$ cat src/rtl/pwm_regs.vh
// Functional notes
// Prescaler longest period is 128 clocks
// Select codes 0..7 divide by 1..128
// Control: bit0 enable, bit1 irq, 4:2 divider
// Software sets enable before output modulates
// Counter cleared while enable is low
// 16-bit counter steps on each prescaled tick
// Period value wraps counter, output set there
// Counter equal to pulse width clears output
// New values take effect after next wrap
// Pulse width needs both bytes written first
// Period needs both bytes written first
// Enable rising edge loads stored bytes directly
// Period and pulse width reset to zero
// Divider select change acts at once
// Period not above pulse width keeps output high
// Zero pulse width keeps output low
// All-ones pulse width keeps output high
// Interrupt only when interrupt enable set
// Interrupt set at every counter wrap
// Any register write clears pending interrupt
// Software writes each value as two bytes
// Interrupt request held until cleared
`ifndef PWM_REGS_VH
`define PWM_REGS_VH

// =====================================================
// Register indices (byte address is four times these)
// =====================================================
`define PERIOD_HIGH_IDX     8'h10
`define PERIOD_LOW_IDX      8'h11
`define PULSE_HIGH_IDX      8'h12
`define PULSE_LOW_IDX       8'h13
`define CONTROL_IDX         8'h14
`define COUNT_HIGH_IDX      8'h15
`define COUNT_LOW_IDX       8'h16
`define STATUS_IDX          8'h17

// =====================================================
// Control field positions
// =====================================================
`define CTRL_EN_BIT         0
`define CTRL_INT_BIT        1
`define CTRL_DIV_LSB        2
`define CTRL_DIV_MSB        4
`define CTRL_USED_MASK      8'h1f

// =====================================================
// Reset values
// =====================================================
`define CONTROL_RESET       8'h00
`define VALUE_RESET         16'h0000
`define VALUE_RESET_HIGH    8'h00
`define VALUE_RESET_LOW     8'h00
`define PULSE_ALL_ONES      16'hffff

// =====================================================
// Timing counts
// =====================================================
`define DIV_MAX_CLOCKS      128
`define DIV_CNT_WIDTH       7

`endif

$ cat src/rtl/README_unused.v
`timescale 1ns/1ns
`default_nettype none
`default_nettype wire

$ cat src/rtl/pwm_gen.v
// The APB interface to the registers and the address map were left to the implementer.
`timescale 1ns/1ns
`default_nettype none
`include "pwm_regs.vh"

// =====================================================
// Prescaled 16-bit pulse width generator, APB slave
// =====================================================
module pwm_gen #(
	parameter ADDR_W = 8
) (
	// Clock and reset
	input  wire              MCLK_I,
	input  wire              RSTN_I,
	// APB slave
	input  wire              PSEL_I,
	input  wire              PENABLE_I,
	input  wire              PWRITE_I,
	input  wire [ADDR_W-1:0] PADDR_I,
	input  wire [31:0]       PWDATA_I,
	output wire [31:0]       PRDATA_O,
	output wire              PREADY_O,
	output wire              PSLVERR_O,
	// Waveform and request
	output wire              PWM_O,
	output wire              IRQ_O
);

	// =====================================================
	// Reset synchroniser
	// =====================================================
	reg         rst_meta_r;        // First stage, read only by second
	reg         rst_n_r;           // Released reset used everywhere

	// Asynchronous assert, clocked release
	always @(posedge MCLK_I or negedge RSTN_I) begin
		if (!RSTN_I) begin
			rst_meta_r <= 1'b0;
			rst_n_r    <= 1'b0;
		end else begin
			rst_meta_r <= 1'b1;
			rst_n_r    <= rst_meta_r;
		end
	end

	// =====================================================
	// Declarations
	// =====================================================
	reg  [7:0]  control_r;         // Waveform control register
	reg  [7:0]  period_high_r;     // Stored period high byte
	reg  [7:0]  period_low_r;      // Stored period low byte
	reg  [7:0]  pulse_high_r;      // Stored pulse width high byte
	reg  [7:0]  pulse_low_r;       // Stored pulse width low byte
	reg  [1:0]  period_seen_r;     // Bytes of period written: {high,low}
	reg  [1:0]  pulse_seen_r;      // Bytes of pulse width written
	reg  [15:0] period_stage_r;    // Complete period waiting for wrap
	reg  [15:0] pulse_stage_r;     // Complete pulse width waiting for wrap
	reg         period_pend_r;     // Staged period is pending
	reg         pulse_pend_r;      // Staged pulse width is pending
	reg  [15:0] period_act_r;      // Period used by the running cycle
	reg  [15:0] pulse_act_r;       // Pulse width used by the running cycle
	reg  [15:0] count_r;           // Waveform counter
	reg         en_d_r;            // Enable seen last cycle
	reg         pwm_r;             // Registered waveform
	reg         irq_r;             // Pending interrupt request
	reg  [31:0] prdata_r;          // Read data, captured at setup
	reg         pready_r;          // Ready for the access phase
	reg         pslverr_r;         // Error for unmapped address
	reg  [7:0]  rdata_nxt;         // Read mux
	reg         hit_nxt;           // Address maps to a register
	reg         pwm_nxt;           // Next waveform level

	wire        enable;            // Waveform enable bit
	wire        int_enable;        // Interrupt enable bit
	wire [2:0]  div_sel;           // Divider select field
	wire        tick;              // Prescaled counting tick
	wire        setup;             // APB setup cycle
	wire        wr_done;           // Write takes effect this edge
	wire [7:0]  wr_idx;            // Register index of the access
	wire [7:0]  wbyte;             // Written byte lane
	wire        wrap;              // Counter reaches period this tick
	wire        en_rise;           // Enable just went from low to high

	// =====================================================
	// Control fields
	// =====================================================
	assign enable     = control_r[`CTRL_EN_BIT];
	assign int_enable = control_r[`CTRL_INT_BIT];
	assign div_sel    = control_r[`CTRL_DIV_MSB:`CTRL_DIV_LSB];
	assign en_rise    = enable && !en_d_r;

	// =====================================================
	// Bus decode
	// =====================================================
	// Word aligned: index is the address over four
	assign wr_idx  = {2'b00, PADDR_I[7:2]};
	assign wbyte   = PWDATA_I[7:0];
	assign setup   = PSEL_I && !PENABLE_I;
	assign wr_done = PSEL_I && PENABLE_I && pready_r && PWRITE_I && !pslverr_r;

	// Read mux and address check
	always @* begin
		rdata_nxt = 8'h00;
		hit_nxt   = 1'b1;
		if (wr_idx == `PERIOD_HIGH_IDX) begin
			rdata_nxt = period_high_r;
		end else if (wr_idx == `PERIOD_LOW_IDX) begin
			rdata_nxt = period_low_r;
		end else if (wr_idx == `PULSE_HIGH_IDX) begin
			rdata_nxt = pulse_high_r;
		end else if (wr_idx == `PULSE_LOW_IDX) begin
			rdata_nxt = pulse_low_r;
		end else if (wr_idx == `CONTROL_IDX) begin
			rdata_nxt = control_r;
		end else if (wr_idx == `COUNT_HIGH_IDX) begin
			rdata_nxt = count_r[15:8];
		end else if (wr_idx == `COUNT_LOW_IDX) begin
			rdata_nxt = count_r[7:0];
		end else if (wr_idx == `STATUS_IDX) begin
			// Pending request and live waveform level
			rdata_nxt = {6'h00, pwm_r, irq_r};
		end else begin
			hit_nxt = 1'b0;
		end
	end

	// No wait state: ready and data are registered at setup
	always @(posedge MCLK_I or negedge rst_n_r) begin
		if (!rst_n_r) begin
			prdata_r  <= 32'h00000000;
			pready_r  <= 1'b0;
			pslverr_r <= 1'b0;
		end else begin
			pready_r  <= setup;
			if (setup) begin
				// Unmapped address reads zero and flags an error
				pslverr_r <= !hit_nxt;
				prdata_r  <= {24'h000000, rdata_nxt};
			end else begin
				pslverr_r <= 1'b0;
			end
		end
	end

	// =====================================================
	// Control register
	// =====================================================
	// Unused top bits always read zero
	always @(posedge MCLK_I or negedge rst_n_r) begin
		if (!rst_n_r) begin
			control_r <= `CONTROL_RESET;
			en_d_r    <= 1'b0;
		end else begin
			en_d_r <= enable;
			if (wr_done && wr_idx == `CONTROL_IDX) begin
				control_r <= wbyte & `CTRL_USED_MASK;
			end
		end
	end

	// =====================================================
	// Byte registers and pair tracking
	// =====================================================
	// A pair becomes a staged value only when both bytes have
	// arrived; a lone byte waits, whatever order they come in
	always @(posedge MCLK_I or negedge rst_n_r) begin
		if (!rst_n_r) begin
			period_high_r  <= `VALUE_RESET_HIGH;
			period_low_r   <= `VALUE_RESET_LOW;
			pulse_high_r   <= `VALUE_RESET_HIGH;
			pulse_low_r    <= `VALUE_RESET_LOW;
			period_seen_r  <= 2'b00;
			pulse_seen_r   <= 2'b00;
			period_stage_r <= `VALUE_RESET;
			pulse_stage_r  <= `VALUE_RESET;
			period_pend_r  <= 1'b0;
			pulse_pend_r   <= 1'b0;
		end else begin
			// Period high byte
			if (wr_done && wr_idx == `PERIOD_HIGH_IDX) begin
				period_high_r <= wbyte;
				if (period_seen_r[0]) begin
					period_stage_r <= {wbyte, period_low_r};
					period_pend_r  <= 1'b1;
					period_seen_r  <= 2'b00;
				end else begin
					period_seen_r[1] <= 1'b1;
				end
			end
			// Period low byte
			if (wr_done && wr_idx == `PERIOD_LOW_IDX) begin
				period_low_r <= wbyte;
				if (period_seen_r[1]) begin
					period_stage_r <= {period_high_r, wbyte};
					period_pend_r  <= 1'b1;
					period_seen_r  <= 2'b00;
				end else begin
					period_seen_r[0] <= 1'b1;
				end
			end
			// Pulse width high byte
			if (wr_done && wr_idx == `PULSE_HIGH_IDX) begin
				pulse_high_r <= wbyte;
				if (pulse_seen_r[0]) begin
					pulse_stage_r <= {wbyte, pulse_low_r};
					pulse_pend_r  <= 1'b1;
					pulse_seen_r  <= 2'b00;
				end else begin
					pulse_seen_r[1] <= 1'b1;
				end
			end
			// Pulse width low byte
			if (wr_done && wr_idx == `PULSE_LOW_IDX) begin
				pulse_low_r <= wbyte;
				if (pulse_seen_r[1]) begin
					pulse_stage_r <= {pulse_high_r, wbyte};
					pulse_pend_r  <= 1'b1;
					pulse_seen_r  <= 2'b00;
				end else begin
					pulse_seen_r[0] <= 1'b1;
				end
			end
			// Enable edge takes raw bytes, so stale halves are dropped
			if (en_rise) begin
				period_seen_r <= 2'b00;
				pulse_seen_r  <= 2'b00;
				period_pend_r <= 1'b0;
				pulse_pend_r  <= 1'b0;
			end else if (wrap && tick) begin
				// Staged values move to the running cycle at the wrap
				if (!(wr_done && period_seen_r != 2'b00 &&
				      (wr_idx == `PERIOD_HIGH_IDX || wr_idx == `PERIOD_LOW_IDX))) begin
					period_pend_r <= 1'b0;
				end
				if (!(wr_done && pulse_seen_r != 2'b00 &&
				      (wr_idx == `PULSE_HIGH_IDX || wr_idx == `PULSE_LOW_IDX))) begin
					pulse_pend_r <= 1'b0;
				end
			end
		end
	end

	// =====================================================
	// Prescaler
	// =====================================================
	clk_prescaler #(
		.CNT_W   (`DIV_CNT_WIDTH)
	) u_prescaler (
		.clk_i   (MCLK_I),
		.rst_n_i (rst_n_r),
		.sel_i   (div_sel),
		.run_i   (enable),
		.tick_o  (tick)
	);

	// =====================================================
	// Counter and active values
	// =====================================================
	// Period of zero is treated as a wrap on every tick
	assign wrap = ({1'b0, count_r} + 17'h00001) >= {1'b0, period_act_r};

	always @(posedge MCLK_I or negedge rst_n_r) begin
		if (!rst_n_r) begin
			count_r      <= 16'h0000;
			period_act_r <= `VALUE_RESET;
			pulse_act_r  <= `VALUE_RESET;
		end else if (!enable) begin
			count_r <= 16'h0000;
		end else if (en_rise) begin
			// Whatever the byte registers hold now defines the waveform
			count_r      <= 16'h0000;
			period_act_r <= {period_high_r, period_low_r};
			pulse_act_r  <= {pulse_high_r, pulse_low_r};
		end else if (tick) begin
			if (wrap) begin
				count_r <= 16'h0000;
				// Only complete pairs reach the running cycle
				if (period_pend_r) begin
					period_act_r <= period_stage_r;
				end
				if (pulse_pend_r) begin
					pulse_act_r <= pulse_stage_r;
				end
			end else begin
				count_r <= count_r + 16'h0001;
			end
		end
	end

	// =====================================================
	// Waveform
	// =====================================================
	// High from the wrap until the counter meets the pulse width;
	// the strict compare gives the low level at the match itself
	always @* begin
		if (!enable) begin
			pwm_nxt = 1'b0;
		end else if (pulse_act_r == `PULSE_ALL_ONES) begin
			pwm_nxt = 1'b1;
		end else if (pulse_act_r == 16'h0000) begin
			pwm_nxt = 1'b0;
		end else if (period_act_r <= pulse_act_r) begin
			pwm_nxt = 1'b1;
		end else begin
			pwm_nxt = (count_r < pulse_act_r);
		end
	end

	always @(posedge MCLK_I or negedge rst_n_r) begin
		if (!rst_n_r) begin
			pwm_r <= 1'b0;
		end else begin
			pwm_r <= pwm_nxt;
		end
	end

	// =====================================================
	// Interrupt request
	// =====================================================
	// A wrap in the same cycle as a clearing write still sets it
	always @(posedge MCLK_I or negedge rst_n_r) begin
		if (!rst_n_r) begin
			irq_r <= 1'b0;
		end else if (enable && tick && wrap && int_enable) begin
			irq_r <= 1'b1;
		end else if (wr_done) begin
			irq_r <= 1'b0;
		end
	end

	// =====================================================
	// Outputs
	// =====================================================
	assign PRDATA_O  = prdata_r;
	assign PREADY_O  = pready_r;
	assign PSLVERR_O = pslverr_r;
	assign PWM_O     = pwm_r;
	assign IRQ_O     = irq_r;

endmodule // pwm_gen
`default_nettype wire

$ cat src/rtl/clk_prescaler.v
`timescale 1ns/1ns
`default_nettype none
`include "pwm_regs.vh"

// =====================================================
// Clock prescaler: one-cycle tick every 2**sel clocks
// =====================================================
module clk_prescaler #(
	parameter CNT_W = `DIV_CNT_WIDTH
) (
	// Clock and reset
	input  wire             clk_i,
	input  wire             rst_n_i,
	// Divider select and enable
	input  wire [2:0]       sel_i,
	input  wire             run_i,
	// Tick output
	output wire             tick_o
);

	reg  [CNT_W-1:0] div_cnt_r;   // Divider, held at zero while stopped
	wire [CNT_W-1:0] div_mask;    // Low bits that must be zero

	// Mask of low bits for the selected ratio
	function [CNT_W-1:0] sel_mask;
		input [2:0] s;
		integer k;
		begin
			sel_mask = {CNT_W{1'b0}};
			for (k = 0; k < CNT_W; k = k + 1) begin
				if (k < s) begin
					sel_mask[k] = 1'b1;
				end
			end
		end
	endfunction

	assign div_mask = sel_mask(sel_i);

	// Divider counts only while the block runs, so a fresh enable starts aligned
	always @(posedge clk_i or negedge rst_n_i) begin
		if (!rst_n_i) begin
			div_cnt_r <= {CNT_W{1'b0}};
		end else if (!run_i) begin
			div_cnt_r <= {CNT_W{1'b0}};
		end else begin
			div_cnt_r <= div_cnt_r + {{(CNT_W-1){1'b0}}, 1'b1};
		end
	end

	// Select is decoded live, so a new ratio acts on the next tick
	assign tick_o = run_i && ((div_cnt_r & div_mask) == {CNT_W{1'b0}});

endmodule // clk_prescaler
`default_nettype wire

$ cat config.mk
export PLATFORM = sky130hd
export DESIGN_NAME = pwm_gen
export DESIGN_NICKNAME = d
export VERILOG_FILES = /design/src/rtl/README_unused.v /design/src/rtl/pwm_gen.v /design/src/rtl/clk_prescaler.v
export VERILOG_INCLUDE_DIRS = /design/src /design/src/rtl
export SDC_FILE = /design/constraint.sdc
export NUM_CORES = 1
export LEC_CHECK = 0
export ABC_AREA = 0
export BUFFER_PORTS_ARGS = -buffer_cell sky130_fd_sc_hd__buf_2
export CORE_MARGIN = 1
export CORE_UTILIZATION = 45
export DETAILED_ROUTE_END_ITERATION = 8
export MAX_ROUTING_LAYER = met4
export PLACE_DENSITY_LB_ADDON = 0.1
export SYNTH_ARGS = -nofsm -noshare
export SYNTH_HDL_FRONTEND = slang
export SYNTH_HIERARCHICAL = 1
export SYNTH_SLANG_ARGS = --single-unit
export TNS_END_PERCENT = 30
$ cat constraint.sdc
create_clock -name MCLK_I -period 5.29 [get_ports MCLK_I]
set_clock_uncertainty 0.15 [all_clocks]
set_input_delay 0.7935 -clock MCLK_I [delete_from_list [all_inputs] [get_ports MCLK_I]]
set_output_delay 0.7935 -clock MCLK_I [all_outputs]
set_load 0.005 [all_outputs]
==> results.py <==
metrics = {
    "grt": {
        "grt_first_pass_wirelength_um": 37100,
        "grt_usage_pct": 26.6,
        "grt_max_degree": 61,
        "antenna_found_initial": 0,
        "gr-total-overflow": 0,
        "grt_pass1_vias": 6270,
    },
    "power_and_ir_drop": {
        "clkPwrFrac_pct": 42.0,
        "peakVddDrop_uv": 226,
        "p_int_mw": 2.10,
        "seqPwrFrac_pct": 42.9,
        "p_leak_nw": 4.60,
        "total_power_mw": 2.99,
        "p_switching_mw": 0.888,
        "p_per_area_nw_per_um2": 324,
        "swShare_pct": 29.7,
        "combinationalPowerShare_pct": 15.1,
    },
    "final_layout": {
        "fillers": 1680,
        "final_common_cell": "dfrtp_1",
        "layout_common_cells": "dfrtp_1 (144), nand2_1 (87), a21oi_1 (66), nor2_1 (55), ha_1 (49)",
        "drive_gt1_share_pct": 15.0,
        "seq_area_um2": 3630,
        "multiInputGateArea_um2": 4340,
        "layoutNonFillerInstCount": 1097,
        "syn2layout_area_growth_pct": 9.42,
        "fin_area_um2": 9230,
        "diodes": 0,
        "utilization_pct": 50.8,
        "nets": 949,
    },
    "worst_setup_path": {
        "worstPathArrival_ns": 4.28,
        "crit_type": "flip-flop to flip-flop",
        "cp_max_fo": 16,
        "required_ns": 5.51,
        "cp-start-kind": "flip-flop",
        "end_kind": "flip-flop",
    },
    "clock_tree": {
        "postCtsSetupBuffers": 0,
        "cts_tree": "done",
        "cts_resized": 0,
        "numCtsBuffers": 17,
        "cts_buffer_depth": 2,
        "clkSlewWorstSetupHoldPaths_ns": 0.06,
        "clk_latency_ns": 0.43,
        "cts.sinks": 145,
        "h-tree-depth": 4,
        "hold_buffers": 1,
        "cts_root_buf": "clkbuf_16",
    },
    "route": {
        "antenna_left": 0,
        "dr_total_vias": 6398,
        "wire_per_inst_um": 21.4,
        "remaining_drc_errors": 1,
        "firstDrtPassIters": 9,
        "vias_per_cell": 5.83,
        "drt-total-wl_um": 23500,
        "dr.first_iter.drc_count": 501,
    },
    "sta": {
        "setup_slack_ns": 1.23,
        "finalCriticalPeriod_ns": 4.06,
        "fmax_mhz": 246,
        "rsz0062_at_grt": "false",
        "final_max_slew_viol_count": 0,
        "fin_setup_tns_ns": 0,
        "slew_headroom_pct": 20.0,
        "finalSetupViolCount": 0,
        "tightestPinTransition_ns": 1.20,
        "whs_ns": 0.225,
        "hold_viol_final": 0,
        "min_period_over_period_pct": 76.8,
    },
    "placed_design": {
        "place_congestion": 0.875,
        "hpwlAfterDp_um": 16900,
        "place_area_um2": 8600,
        "dp_cells": 1064,
        "io_buffers": 30,
        "post-place-ws_ns": 1.19,
    },
    "logic_synthesis": {
        "synth_top_area_share_pct": 43.0,
        "synthArstFlopShare_pct": 100,
        "synthFlopType": "dfrtp_1",
        "synth_area_leaders": "dfrtp_1 (43%), ha_1 (7.3%), mux2i_1 (4.3%)",
        "syn_area_per_cell_um2": 10.0,
        "synth.distinct_cells": 66,
        "synth_largest_area_cell": "dfrtp_1",
        "yosysWarnings": 6,
        "synth_edf_count": 0,
        "syn-instance-count": 842,
        "synth.cell_area_um2": 8430,
        "ys_ff_latch": 145,
        "seq_area_frac_synth_pct": 43.0,
    },
    "die": {
        "die_h_um": 139,
        "fp-row-count": 49,
        "dieWidth_um": 139,
        "dieArea_um2": 19300,
        "start_util_pct": 46.5,
        "io_pins": 81,
        "placeableCoreArea_um2": 18100,
    },
    "status": {
        "outcome": "finished with violations",
        "violations": "design-rule violations",
    },
    "hold_path": {
        "hold_class": "flip-flop to flip-flop",
    },
    "run": {
        "cap_violations": 0,
    },
}
cell type report:
type | count | area share (%)
Multi-Input combinational cell | 614 | 47.1
Sequential cell | 145 | 39.4
Clock buffer | 18 | 4.76
Tap cell | 229 | 3.11
Timing Repair Buffer | 36 | 2.14
Clock inverter | 14 | 1.88
Inverter | 41 | 1.67
synth_stat cells (6+ instances only):
cell        n
o221a_2    12
mux2_2     30
a21o_1     14
nand2b_1   48
buf_6       6
a21oi_1    66
and2_1      9
mux2i_1    36
buf_4      25
buf_2       6
nor4_1      7
nand2_1    87
ha_1       49
nand3_1    14
dfrtp_1   145
nor2_1     55
nor2b_1     7
o221a_1    20
a221oi_1    8
o21ai_0    26
inv_1      41
nand4_1    18
clkbuf_1   22
xnor2_1    10
nor3_1      7
critical path: stages, from the launching register on:
cell      delay, ns
dfrtp_1        0.52
ha_1           0.25
nand3_1        0.18
or2_2          0.37
nor3_1         0.22
xor2_1         0.26
ha_1           0.30
a211oi_1       0.22
o221ai_1       0.17
a211oi_2       0.37
nand4_1        0.56
a21oi_1        0.32
a21o_1         0.11
path summary, 6_finish.rpt:
path	slack [ns]	startpoint	endpoint	cells after the start
worst max-delay path	1.23	count_r[0]	count_r[6]	12
worst min-delay path	0.22	rst_meta_r	rst_n_r	0
worst max register to register	1.23	count_r[0]	count_r[6]	12
worst min register to register	0.22	rst_meta_r	rst_n_r	0
max in group asynchronous	3.49	rst_n_r	period_low_r[7]	1
min in group asynchronous	0.24	rst_n_r	u_prescaler/div_cnt_r[3]	0
flip-flops by register name, indices dropped and copies added (netlist names), 16 cells and up:
| register | cells |
|---|---|
| count_r | 16 |
| period_stage_r | 16 |
| pulse_act_r | 16 |
| period_act_r | 16 |
| pulse_stage_r | 16 |
cells by family (layout without fill, tap and decap cells):
group           Yosys count  count (layout)  share of synthesized area [%]
xor+xnor                 14              14                           1.45
buf+inv                 106             109                           6.51
mux                      69              69                           9.08
fa+ha+maj                49              49                           7.27
compound gates          181             181                           15.6
flops                   145             145                           43.0
other cells               2              25                         0.0891
simple gates            276             276                           17.0
power by group through the flow:
stage	clock network [mW]	logic, mW	registers, mW
after floorplan	0	0.345	1.26
after global placement	0	0.440	1.30
after detailed placement	0	0.450	1.30
after CTS	1.28	0.454	1.28
after global routing	1.33	0.517	1.29
final	1.26	0.451	1.28
metal layers:
metal	vias up	share of wire, %	track usage, %
met4	0	3.5	11.9
met2	184	46	40.2
met1	3168	45	34.7
met3	46	5.0	4.90
met5	-	0	-
li1	3000	-	-
No activity file was read; power rests on OpenSTA's default activity.
